### config.mk
export PLATFORM = sky130hd
export DESIGN_NAME = async_pipe_handler
export DESIGN_NICKNAME = d
export VERILOG_FILES = /design/src/rtl/pipe_resp_pkg.sv /design/src/rtl/async_pipe_handler.sv /design/src/rtl/resp_fifo.sv
export VERILOG_INCLUDE_DIRS = /design/src /design/src/rtl
export SDC_FILE = /design/constraint.sdc
export NUM_CORES = 2
export LEC_CHECK = 0
export ABC_AREA = 1
export BUFFER_PORTS_ARGS = -buffer_cell sky130_fd_sc_hd__buf_2
export CAP_MARGIN = 20
export CELL_PAD_IN_SITES_DETAIL_PLACEMENT = 0
export CELL_PAD_IN_SITES_GLOBAL_PLACEMENT = 2
export CORE_MARGIN = 2
export CORE_UTILIZATION = 39
export DETAILED_ROUTE_END_ITERATION = 6
export PLACE_DENSITY = 0.83
export RECOVER_POWER = 50
export SYNTH_ARGS = -nofsm -noshare
export SYNTH_HDL_FRONTEND = slang
export SYNTH_SLANG_ARGS = --single-unit
### constraint.sdc
create_clock -name clock -period 51.1 [get_ports clock]
set_input_delay 5.11 -clock clock [delete_from_list [all_inputs] [get_ports clock]]
set_output_delay 5.11 -clock clock [all_outputs]
set_load 0.02 [all_outputs]
### src/rtl/async_pipe_defs.svh
// constants for the asynchronous pipe response handler
// assumes inclusion by the package and by the handler; definitions only
`ifndef ASYNC_PIPE_DEFS_SVH
`define ASYNC_PIPE_DEFS_SVH

`define EP_COUNT 8
`define EP_BITS 3
`define MPS_BITS 11
`define SIZE_BITS 17
`define SEQ_BITS 5
`define BUDGET_BITS 5
`define BUSERR_BITS 2
`define BUSERR_RELOAD 2'h3
`define BUDGET_RESET 5'h00
`define FIFO_DEPTH 8

`endif

### src/rtl/pipe_resp_pkg.sv
// types shared by the response handler and its user
// assumes the constants header sits beside it
`include "async_pipe_defs.svh"

package pipe_resp_pkg;

  typedef enum logic [3:0] {
    RESP_DATA, RESP_ACK, RESP_ACK_RETRY, RESP_NRDY, RESP_ERDY,
    RESP_STALL, RESP_TIMEOUT, RESP_TP_ERROR, RESP_ACK_ERROR
  } resp_kind_type;

  typedef enum logic [1:0] {EV_NONE, EV_STALL, EV_TRANSACTION, EV_BABBLE} event_kind_type;

  typedef struct packed {
    resp_kind_type kind;
    logic [`EP_BITS-1:0] ep;
    logic eob;
    logic crc_bad;
    logic payload_missing;
    logic retry_flag;
    logic len_mismatch;
    logic addr_bad;
    logic ep_bad;
    logic seq_bad;
    logic [`MPS_BITS-1:0] len;
    logic [`SEQ_BITS-1:0] seq;
  } resp_type;

  typedef struct packed {
    logic valid;
    logic [`EP_BITS-1:0] ep;
    logic retire;
    logic pull;
    logic place;
    logic halt;
    logic advance;
    logic cont;
    logic discard;
    logic ack;
    event_kind_type ev;
  } action_type;

  typedef struct packed {
    logic valid;
    logic [`EP_BITS-1:0] ep;
    logic dir_in;
    logic [`MPS_BITS-1:0] len;
    logic [`SEQ_BITS-1:0] seq;
  } request_type;

  typedef enum {ST_PICK, ST_ISSUE, ST_WAIT} state_type;

endpackage

### src/rtl/async_pipe_handler.sv
// response handler for bulk and control pipes of a superspeed host schedule
// assumes responses already decoded from the link; one clock domain
`timescale 1ns/1ps
`default_nettype none
`include "async_pipe_defs.svh"

module async_pipe_handler (
  input wire logic clock, // 200 MHz system clock
  input wire logic sys_rst, // synchronous reset, active high
  input wire logic resp_valid, // decoded response offered
  output logic resp_ready, // response queue has room
  input wire pipe_resp_pkg::resp_type resp, // decoded response
  input wire logic td_load, // new descriptor for td_ep
  input wire logic [`EP_BITS-1:0] td_ep, // endpoint of new descriptor
  input wire logic [`SIZE_BITS-1:0] td_size, // descriptor transfer size
  input wire logic halt_clear, // release halted endpoint
  input wire logic [`EP_BITS-1:0] halt_clear_ep, // endpoint to release
  input wire logic [`EP_COUNT-1:0] ep_dir_in, // per endpoint, 1 = IN
  input wire logic [`EP_COUNT-1:0] ring_empty, // per endpoint transfer ring empty
  input wire logic [`MPS_BITS-1:0] max_packet_size, // bytes per full packet
  input wire logic [`BUDGET_BITS-1:0] max_opportunity_packets, // packets per opportunity
  output pipe_resp_pkg::request_type request, // transaction to issue, pulse
  output pipe_resp_pkg::action_type action, // decision taken, pulse
  output logic [`EP_COUNT-1:0] sched, // endpoints on the schedule
  output logic [`EP_COUNT-1:0] halted, // halted endpoints
  output logic [`MPS_BITS-1:0] final_packet_length // last packet of loaded descriptor
);
  import pipe_resp_pkg::*;

  localparam int RW = $bits(resp_type);

  resp_type head;
  logic head_valid;
  logic head_pop;
  logic out_of_band;
  logic take;
  state_type st_q;
  logic [`EP_BITS-1:0] cur_q;
  logic [`EP_BITS-1:0] rr_q;
  logic [`BUDGET_BITS-1:0] budget_q;
  logic [`SIZE_BITS-1:0] rem_q [`EP_COUNT];
  logic [`SEQ_BITS-1:0] seq_q [`EP_COUNT];
  logic [`BUSERR_BITS-1:0] buserr_q [`EP_COUNT];
  logic [`EP_COUNT-1:0] td_active_q;
  logic [`EP_COUNT-1:0] ready_mask;
  logic [`EP_BITS:0] pick;
  logic multi;
  logic [`SIZE_BITS-1:0] cur_rem;
  logic [`BUSERR_BITS-1:0] cur_buserr;
  logic [`MPS_BITS-1:0] exp_len;
  logic hdr_err;
  logic pay_err;
  logic babble;
  logic short_pkt;
  action_type dec;
  logic bus_hit;
  logic budget_hit;
  logic buserr_reload;
  logic seq_back;
  logic seq_next;
  logic [`MPS_BITS-1:0] consumed;
  logic [`SIZE_BITS-1:0] mps_ext;
  logic [`SIZE_BITS-1:0] fpl_full;

  // first ready endpoint after the last one served, wrapping
  function automatic logic [`EP_BITS:0] next_ep(input logic [`EP_COUNT-1:0] rdy,
                                                input logic [`EP_BITS-1:0] last);
    logic [`EP_BITS-1:0] idx;
    next_ep = '0;
    for (int i = `EP_COUNT; i >= 1; i--) begin
      idx = last + i[`EP_BITS-1:0];
      if (rdy[idx]) begin
        next_ep = {1'b1, idx};
      end
    end
  endfunction

  function automatic logic more_than_one(input logic [`EP_COUNT-1:0] rdy);
    int n;
    n = 0;
    for (int i = 0; i < `EP_COUNT; i++) begin
      n = n + int'(rdy[i]);
    end
    more_than_one = (n > 1);
  endfunction

  // responses queue here so a late decision never loses one
  resp_fifo #(.WIDTH(RW), .DEPTH(`FIFO_DEPTH)) u_queue (
    .clock(clock),
    .sys_rst(sys_rst),
    .in_valid(resp_valid),
    .in_ready(resp_ready),
    .in_data(resp),
    .out_valid(head_valid),
    .out_ready(head_pop),
    .out_data(head)
  );

  assign ready_mask = sched & ~halted & td_active_q;
  assign pick = next_ep(ready_mask, rr_q);
  assign multi = more_than_one(ready_mask);
  assign cur_rem = rem_q[cur_q];
  assign cur_buserr = buserr_q[cur_q];
  assign exp_len = (cur_rem < mps_ext) ? cur_rem[`MPS_BITS-1:0] : max_packet_size;
  assign hdr_err = head.addr_bad || head.ep_bad || head.seq_bad;
  assign pay_err = head.crc_bad || head.payload_missing || head.retry_flag || head.len_mismatch;
  assign babble = (head.len > max_packet_size) || ({{(`SIZE_BITS-`MPS_BITS){1'b0}}, head.len} > cur_rem);
  assign short_pkt = head.len < exp_len;
  assign out_of_band = head.kind inside {RESP_ERDY, RESP_TP_ERROR, RESP_ACK_ERROR};
  // transaction answers wait until any transaction is outstanding; answers for another endpoint are then discarded
  assign head_pop = head_valid && (out_of_band || st_q == ST_WAIT);
  assign take = head_pop && !out_of_band && head.ep == cur_q;
  assign mps_ext = {{(`SIZE_BITS-`MPS_BITS){1'b0}}, max_packet_size};
  assign fpl_full = (mps_ext == '0) ? '0 : td_size - `SIZE_BITS'(mps_ext * (td_size / mps_ext));

  always_comb begin
    dec = '0;
    dec.valid = head_pop;
    dec.ep = take ? cur_q : head.ep;
    dec.ev = EV_NONE;
    bus_hit = 1'b0;
    budget_hit = 1'b0;
    buserr_reload = 1'b0;
    seq_back = 1'b0;
    seq_next = 1'b0;
    consumed = '0;
    if (head_pop && head.kind == RESP_ERDY) begin
      dec.place = 1'b1;
    end else if (head_pop && !take) begin
      dec.discard = 1'b1;
    end
    if (take) begin
      case (head.kind)
        RESP_DATA: begin
          if (hdr_err) begin
            dec.discard = 1'b1;
          end else if (pay_err) begin
            dec.discard = 1'b1;
            bus_hit = 1'b1;
          end else if (babble) begin
            {dec.discard, dec.halt, dec.pull, dec.advance} = 4'hf;
            dec.ev = EV_BABBLE;
          end else begin
            dec.ack = 1'b1;
            consumed = head.len;
            buserr_reload = 1'b1;
            if (head.eob) begin
              {dec.pull, dec.advance} = 2'h3;
              dec.retire = short_pkt || ({{(`SIZE_BITS-`MPS_BITS){1'b0}}, head.len} == cur_rem);
            end else if (short_pkt || {{(`SIZE_BITS-`MPS_BITS){1'b0}}, head.len} == cur_rem) begin
              {dec.retire, dec.advance} = 2'h3;
            end else begin
              budget_hit = 1'b1;
            end
          end
        end
        RESP_ACK: begin
          consumed = exp_len;
          buserr_reload = 1'b1;
          seq_next = 1'b1;
          if ({{(`SIZE_BITS-`MPS_BITS){1'b0}}, exp_len} == cur_rem) begin
            {dec.retire, dec.advance} = 2'h3;
          end else begin
            budget_hit = 1'b1;
          end
        end
        RESP_ACK_RETRY: begin
          bus_hit = 1'b1;
          seq_back = (cur_buserr > 2'h1);
        end
        RESP_NRDY: {dec.pull, dec.advance} = 2'h3;
        RESP_STALL: begin
          {dec.halt, dec.pull, dec.advance} = 3'h7;
          dec.ev = EV_STALL;
        end
        RESP_TIMEOUT: begin
          {dec.halt, dec.pull, dec.advance} = 3'h7;
          dec.ev = EV_TRANSACTION;
        end
        default: dec.discard = 1'b1;
      endcase
      if (bus_hit) begin
        if (cur_buserr <= 2'h1) begin
          {dec.halt, dec.pull, dec.advance} = 3'h7;
          dec.ev = EV_TRANSACTION;
        end else begin
          budget_hit = 1'b1;
        end
      end
      if (budget_hit) begin
        // a lone endpoint keeps streaming past its budget
        if (budget_q <= `BUDGET_BITS'(1) && multi) begin
          dec.advance = 1'b1;
        end else begin
          dec.cont = 1'b1;
        end
      end
      if (dec.retire && ring_empty[cur_q]) begin
        dec.pull = 1'b1;
      end
    end
  end

  generate
    for (genvar g = 0; g < `EP_COUNT; g++) begin : g_ep
      logic hit;
      assign hit = take && cur_q == g;
      always_ff @(posedge clock) begin
        if (sys_rst) begin
          sched[g] <= 1'b0;
        end else if (td_load && td_ep == g) begin
          sched[g] <= 1'b1;
        end else if (dec.place && head.ep == g) begin
          sched[g] <= 1'b1;
        end else if (hit && dec.pull) begin
          sched[g] <= 1'b0;
        end
      end
      always_ff @(posedge clock) begin
        if (sys_rst) begin
          halted[g] <= 1'b0;
        end else if (hit && dec.halt) begin
          halted[g] <= 1'b1;
        end else if (halt_clear && halt_clear_ep == g) begin
          halted[g] <= 1'b0;
        end
      end
      always_ff @(posedge clock) begin
        if (sys_rst) begin
          buserr_q[g] <= `BUSERR_RELOAD;
        end else if ((hit && buserr_reload) || (halt_clear && halt_clear_ep == g)) begin
          buserr_q[g] <= `BUSERR_RELOAD;
        end else if (hit && bus_hit && buserr_q[g] != '0) begin
          buserr_q[g] <= buserr_q[g] - 1'b1;
        end
      end
      always_ff @(posedge clock) begin
        if (sys_rst) begin
          rem_q[g] <= '0;
          td_active_q[g] <= 1'b0;
        end else if (td_load && td_ep == g) begin
          rem_q[g] <= td_size;
          td_active_q[g] <= 1'b1;
        end else if (hit) begin
          rem_q[g] <= rem_q[g] - {{(`SIZE_BITS-`MPS_BITS){1'b0}}, consumed};
          td_active_q[g] <= td_active_q[g] && !dec.retire;
        end
      end
      always_ff @(posedge clock) begin
        if (sys_rst) begin
          seq_q[g] <= '0;
        end else if (hit && seq_back) begin
          seq_q[g] <= head.seq;
        end else if (hit && seq_next) begin
          seq_q[g] <= seq_q[g] + 1'b1;
        end
      end
    end
  endgenerate

  always_ff @(posedge clock) begin
    if (sys_rst) begin
      st_q <= ST_PICK;
      cur_q <= '0;
      rr_q <= '0;
    end else begin
      case (st_q)
        ST_PICK: begin
          if (pick[`EP_BITS]) begin
            cur_q <= pick[`EP_BITS-1:0];
            st_q <= ST_ISSUE;
          end
        end
        ST_ISSUE: st_q <= ST_WAIT;
        ST_WAIT: begin
          if (take && dec.advance) begin
            rr_q <= cur_q;
            st_q <= ST_PICK;
          end else if (take && dec.cont) begin
            st_q <= ST_ISSUE;
          end
        end
        default: st_q <= ST_PICK;
      endcase
    end
  end

  always_ff @(posedge clock) begin
    if (sys_rst) begin
      budget_q <= `BUDGET_RESET;
    end else if (st_q == ST_PICK && pick[`EP_BITS]) begin
      budget_q <= max_opportunity_packets;
    end else if (take && budget_hit) begin
      budget_q <= (budget_q <= `BUDGET_BITS'(1) && !multi) ? max_opportunity_packets : budget_q - 1'b1;
    end
  end

  always_ff @(posedge clock) begin
    if (sys_rst) begin
      request <= '0;
      action <= '0;
      final_packet_length <= '0;
    end else begin
      request.valid <= (st_q == ST_ISSUE);
      request.ep <= cur_q;
      request.dir_in <= ep_dir_in[cur_q];
      request.len <= exp_len;
      request.seq <= seq_q[cur_q];
      action <= dec;
      if (td_load) begin
        final_packet_length <= fpl_full[`MPS_BITS-1:0];
      end
    end
  end
endmodule

`default_nettype wire

### src/rtl/resp_fifo.sv
// small synchronous fifo holding endpoint responses
// assumes a power-of-two depth and a single clock
`timescale 1ns/1ps
`default_nettype none

module resp_fifo #(
  parameter int WIDTH = 8,
  parameter int DEPTH = 8
) (
  input wire logic clock, // system clock
  input wire logic sys_rst, // synchronous reset
  input wire logic in_valid, // producer offers a word
  output logic in_ready, // room left, registered
  input wire logic [WIDTH-1:0] in_data, // word in
  output logic out_valid, // a word is waiting
  input wire logic out_ready, // consumer takes the word
  output logic [WIDTH-1:0] out_data // oldest word
);
  localparam int AW = $clog2(DEPTH);
  logic [WIDTH-1:0] mem_q [DEPTH];
  logic [AW-1:0] wr_q;
  logic [AW-1:0] rd_q;
  logic [AW:0] count_q;
  logic [AW:0] count_d;
  logic push;
  logic pop;

  assign push = in_valid && in_ready;
  assign pop = out_valid && out_ready;
  assign out_valid = (count_q != '0);
  assign out_data = mem_q[rd_q];
  assign count_d = count_q + (AW+1)'(push) - (AW+1)'(pop);

  always_ff @(posedge clock) begin
    if (push) begin
      mem_q[wr_q] <= in_data;
    end
  end

  always_ff @(posedge clock) begin
    if (sys_rst) begin
      wr_q <= '0;
      rd_q <= '0;
      count_q <= '0;
      in_ready <= 1'b0;
    end else begin
      wr_q <= push ? wr_q + 1'b1 : wr_q;
      rd_q <= pop ? rd_q + 1'b1 : rd_q;
      count_q <= count_d;
      // registered so the producer sees a clean level
      in_ready <= (count_d != (AW+1)'(DEPTH));
    end
  end

endmodule

`default_nettype wire

==> results.md <==
| Quantity | Reported |
| --- | --- |
| Most area-hungry cell type in the Yosys netlist | sky130_fd_sc_hd__edfxtp_1 |
| Endpoints failing setup | 0 |
| Largest net degree at the start of global routing | 78 |
| Worst-path maximum fanout | 21 |
| Number of remaining DRC errors | 0 |
| Most numerous cell types in the synthesized netlist | 846 x sky130_fd_sc_hd__nand2_1, 541 x sky130_fd_sc_hd__inv_1, 440 x sky130_fd_sc_hd__edfxtp_1, 434 x sky130_fd_sc_hd__nor2_1, 398 x sky130_fd_sc_hd__o21ai_0 |
| Critical register-to-register path endpoint | rem_q[1][16]$_DFFE_PP_ |
| Violation count after the first detailed-route iteration | 2,469 |
| Insertion delay of the later-clocked pin in the worst-skew pair | 710 ps |
| GRT Overall Usage | 23.9% |
| R2R cell count | 39 |
| Horiz. Die Dim | 316 um |
| Max-capacitance violation count | 11 |
| Routability-driven placement congestion ratio | 0.878 |
| Worst hold path startpoint | u_queue.rd_q[2]$_SDFFE_PP0P_ |
| Yosys top cell area share | 34.7% |
| Count of mapped cells out of synthesis | 4,533 |
| Gr ovfl total | 0 |
| Post-route minimum period | 41,590 ps |
| Fmax | 24.0 MHz |
| Final Hold Viols | 0 |
| Most used flip-flop cell after synthesis | sky130_fd_sc_hd__edfxtp_1 |
| CTS tree | done |
| Count of buffers inserted at the top-level ports | 153 |
| Status | finished with violations |
| Effective utilization at floorplan | 39.3% |
| Total via count in the routed design | 31,800 |
| Slew Limit Fails | 392 |
| Clock Pin Slew Worst Setup and Hold Paths | 70 ps |
| Synth warnings | 0 |
| Antenna violations before repair | 6 |
| Least-Margin Pin Slew | 2820 ps |
| Post-DR vias/cell | 5.32 |
| Layout net count | 5,119 |
| Library cell with the highest instance count after synthesis | sky130_fd_sc_hd__nand2_1 |
| Share of the core filled with cells | 43.6% |
| CP Data Required Time | 51,590 ps |
| Distinct cells, synth | 66 |
| Number of enable-type register cells in the synthesized netlist | 440 |
| Arrival time of the worst setup path | 42,080 ps |
| Final ANT Viol Nets | 0 |
| Count of fill cells added during filler insertion | 9,819 |
| Crit path kind | in -> reg |
| Top cells by area, synth | sky130_fd_sc_hd__edfxtp_1 35%, sky130_fd_sc_hd__ha_1 11%, sky130_fd_sc_hd__nand2_1 8.4%, sky130_fd_sc_hd__inv_1 5.3%, sky130_fd_sc_hd__dfxtp_1 5.3% |
| Crit share post-route | 81.4% |
| Per-cell routed wire length | 20.2 um |
| Synthesized cell area | 38,000 um2 |
| Most common cell type on the critical path | sky130_fd_sc_hd__nand2_1 |
| Wire length of the first global-routing pass | 184 mm |
| Post-cts sizing count | 0 |
| Root buffer cell | sky130_fd_sc_hd__clkbuf_16 |
| First drt pass iteration count | 6 |
| Core Rows | 114 |
| Area growth from synthesis to layout | 10.9% |
| Syn avg cell area | 8.39 um2 |
| Number of sinks on the clock net | 540 |
| Portion of the post-synthesis area used by sequential elements | 40.0% |
| Setup Fix Bufs, Post-CTS | 0 |
| Post-route insts no fill | 5,976 |
| Die Area | 100,000 um2 |
| Total Wirelength | 121 mm |
| CP max-delay cell | sky130_fd_sc_hd__inv_1 |
| Number of hold buffers added after CTS | 0 |
| Nature of the critical path endpoint | flip-flop |
| Number of register bits inferred by synthesis | 540 |
| Number of buffers on the longest clock path | 3 |
| Count of placed standard cells including taps | 5,863 |
| Violations in the final reports | max-capacitance violations, max-slew violations |
| RSZ-0062 raised after global routing | false |
| Setup TNS | 0 ps |
| Max H-tree Level | 2 |
| Worst min-delay path class | reg -> reg |
| Crit-path max cell delay | 540 ps |
| Maximum clock skew at final layout | 72.4 ps |
| I/O pin total | 154 |
| Share of flip-flops with an asynchronous set or reset | 0% |
| Core area | 96,700 um2 |
| Kind of start point of the critical path | input pin |
| Number of global-route vias before repair | 30,400 |
| R2r setup slk | 41,680 ps |
| Worst hold path stage count | 1 |
| Normalized max-slew margin | -88.2% |
| Worst hold slack after final layout | 448 ps |
| Number of buffers created by CTS | 61 |
| Net count after synthesis | 5,002 |
| Post-DP HPWL | 88.0 mm |
| Die span in y | 316 um |
| Share of final-layout standard cells stronger than drive strength 1 | 8.43% |
==> how the worst max path moves through the flow <==
stage | startpoint | to | depth (start not counted)
after floorplan | max_packet_size[1] | final_packet_length[10]$_SDFFE_PP0P_ | 286
after global placement | max_packet_size[0] | final_packet_length[10]$_SDFFE_PP0P_ | 275
after detailed placement | max_packet_size[0] | final_packet_length[10]$_SDFFE_PP0P_ | 273
after CTS | max_packet_size[0] | final_packet_length[10]$_SDFFE_PP0P_ | 274
after global routing | max_packet_size[4] | final_packet_length[10]$_SDFFE_PP0P_ | 273
final | max_packet_size[0] | final_packet_length[10]$_SDFFE_PP0P_ | 274
==> kinds of logic (layout without fill, tap and decap cells) <==
kind of cell,after synthesis,count (layout),share of synthesized area (%)
multiplexers,1,1,0.0296
flip-flops,540,540,40.0
buffers and inverters,720,885,7.22
AO/OA/AOI/OAI,1053,1053,16.3
XOR/XNOR,186,186,4.28
adder cells (fa/ha/maj),378,378,13.4
AND/OR/NAND/NOR,1655,1655,18.7
other,0,2,0
==> routing by layer <==
layer	global-route usage [%]	wire, um	vias to the layer above
met5	0	34	-
met4	5.46	2720	6
met3	3.33	6270	132
met2	38.8	55400	781
met1	33.8	56600	15000
li1	-	-	15800
==> flip-flops by register name, indices dropped and copies added, names as in the netlist, named ones only <==
name	cells
rem_q	136
u_queue.in_ready	1
buserr_q	16
td_active_q	8
halted	8
action	14
st_q	2
rr_q	3
final_packet_length	11
u_queue.mem_q	248
u_queue.wr_q	3
u_queue.rd_q	3
cur_q	3
seq_q	40
budget_q	5
sched	8
u_queue.count_q	4
request	21
==> cells in the final DEF, fill, tap and decap left out, types with 26 or more instances in the layout <==
master | synthesis | final
sky130_fd_sc_hd__clkbuf_16 | 0 | 65
sky130_fd_sc_hd__a21oi_1 | 254 | 254
sky130_fd_sc_hd__o211ai_1 | 27 | 27
sky130_fd_sc_hd__buf_2 | 10 | 121
sky130_fd_sc_hd__o22ai_1 | 142 | 142
sky130_fd_sc_hd__nor4_1 | 30 | 30
sky130_fd_sc_hd__inv_1 | 541 | 540
sky130_fd_sc_hd__xor2_1 | 125 | 125
sky130_fd_sc_hd__ha_1 | 327 | 327
sky130_fd_sc_hd__nand2_1 | 846 | 846
sky130_fd_sc_hd__nor2_1 | 434 | 426
sky130_fd_sc_hd__clkbuf_1 | 118 | 50
sky130_fd_sc_hd__buf_4 | 1 | 37
sky130_fd_sc_hd__dfxtp_1 | 100 | 98
sky130_fd_sc_hd__nor3_1 | 40 | 40
sky130_fd_sc_hd__o21bai_1 | 46 | 46
sky130_fd_sc_hd__xnor2_1 | 61 | 61
sky130_fd_sc_hd__fa_1 | 51 | 51
sky130_fd_sc_hd__or2_2 | 26 | 26
sky130_fd_sc_hd__nand3_1 | 154 | 154
sky130_fd_sc_hd__o21ai_0 | 398 | 398
sky130_fd_sc_hd__edfxtp_1 | 440 | 440
==> metrics by stage <==
step / cell area, um2 / setup WS, ps
3_5_place_dp: 40200 / 9050
4_1_cts: 42200 / 9710
2_1_floorplan: 38000 / 13750
3_3_place_gp: 40200 / 10060
6_report: 42200 / 9510
5_1_grt: 42200 / 5110
==> critical path, delay by kind of cell <==
kind                       cells  cell delay (ps)
adders and majority gates     23             7640
and+or+nand+nor              143            13470
AOI/OAI and AO/OA             63            10510
buffers and inverters         45             5260
==> cell type report <==
type / count / area, um2 / share of cell area (%)
antenna: 2 / 5.00 / 0.0119
tap: 1276 / 1600 / 3.79
multi-input combinational: 3273 / 20100 / 47.7
sequential: 540 / 15200 / 36.1
timing repair buffer: 200 / 1040 / 2.47
clock buffer: 77 / 1710 / 4.06
clock inverter: 34 / 303 / 0.718
inverter: 574 / 2160 / 5.12
Power is left out: the tool's default activity adds up to more than one toggle a clock period on the data nets, which glitch-free logic cannot reach.
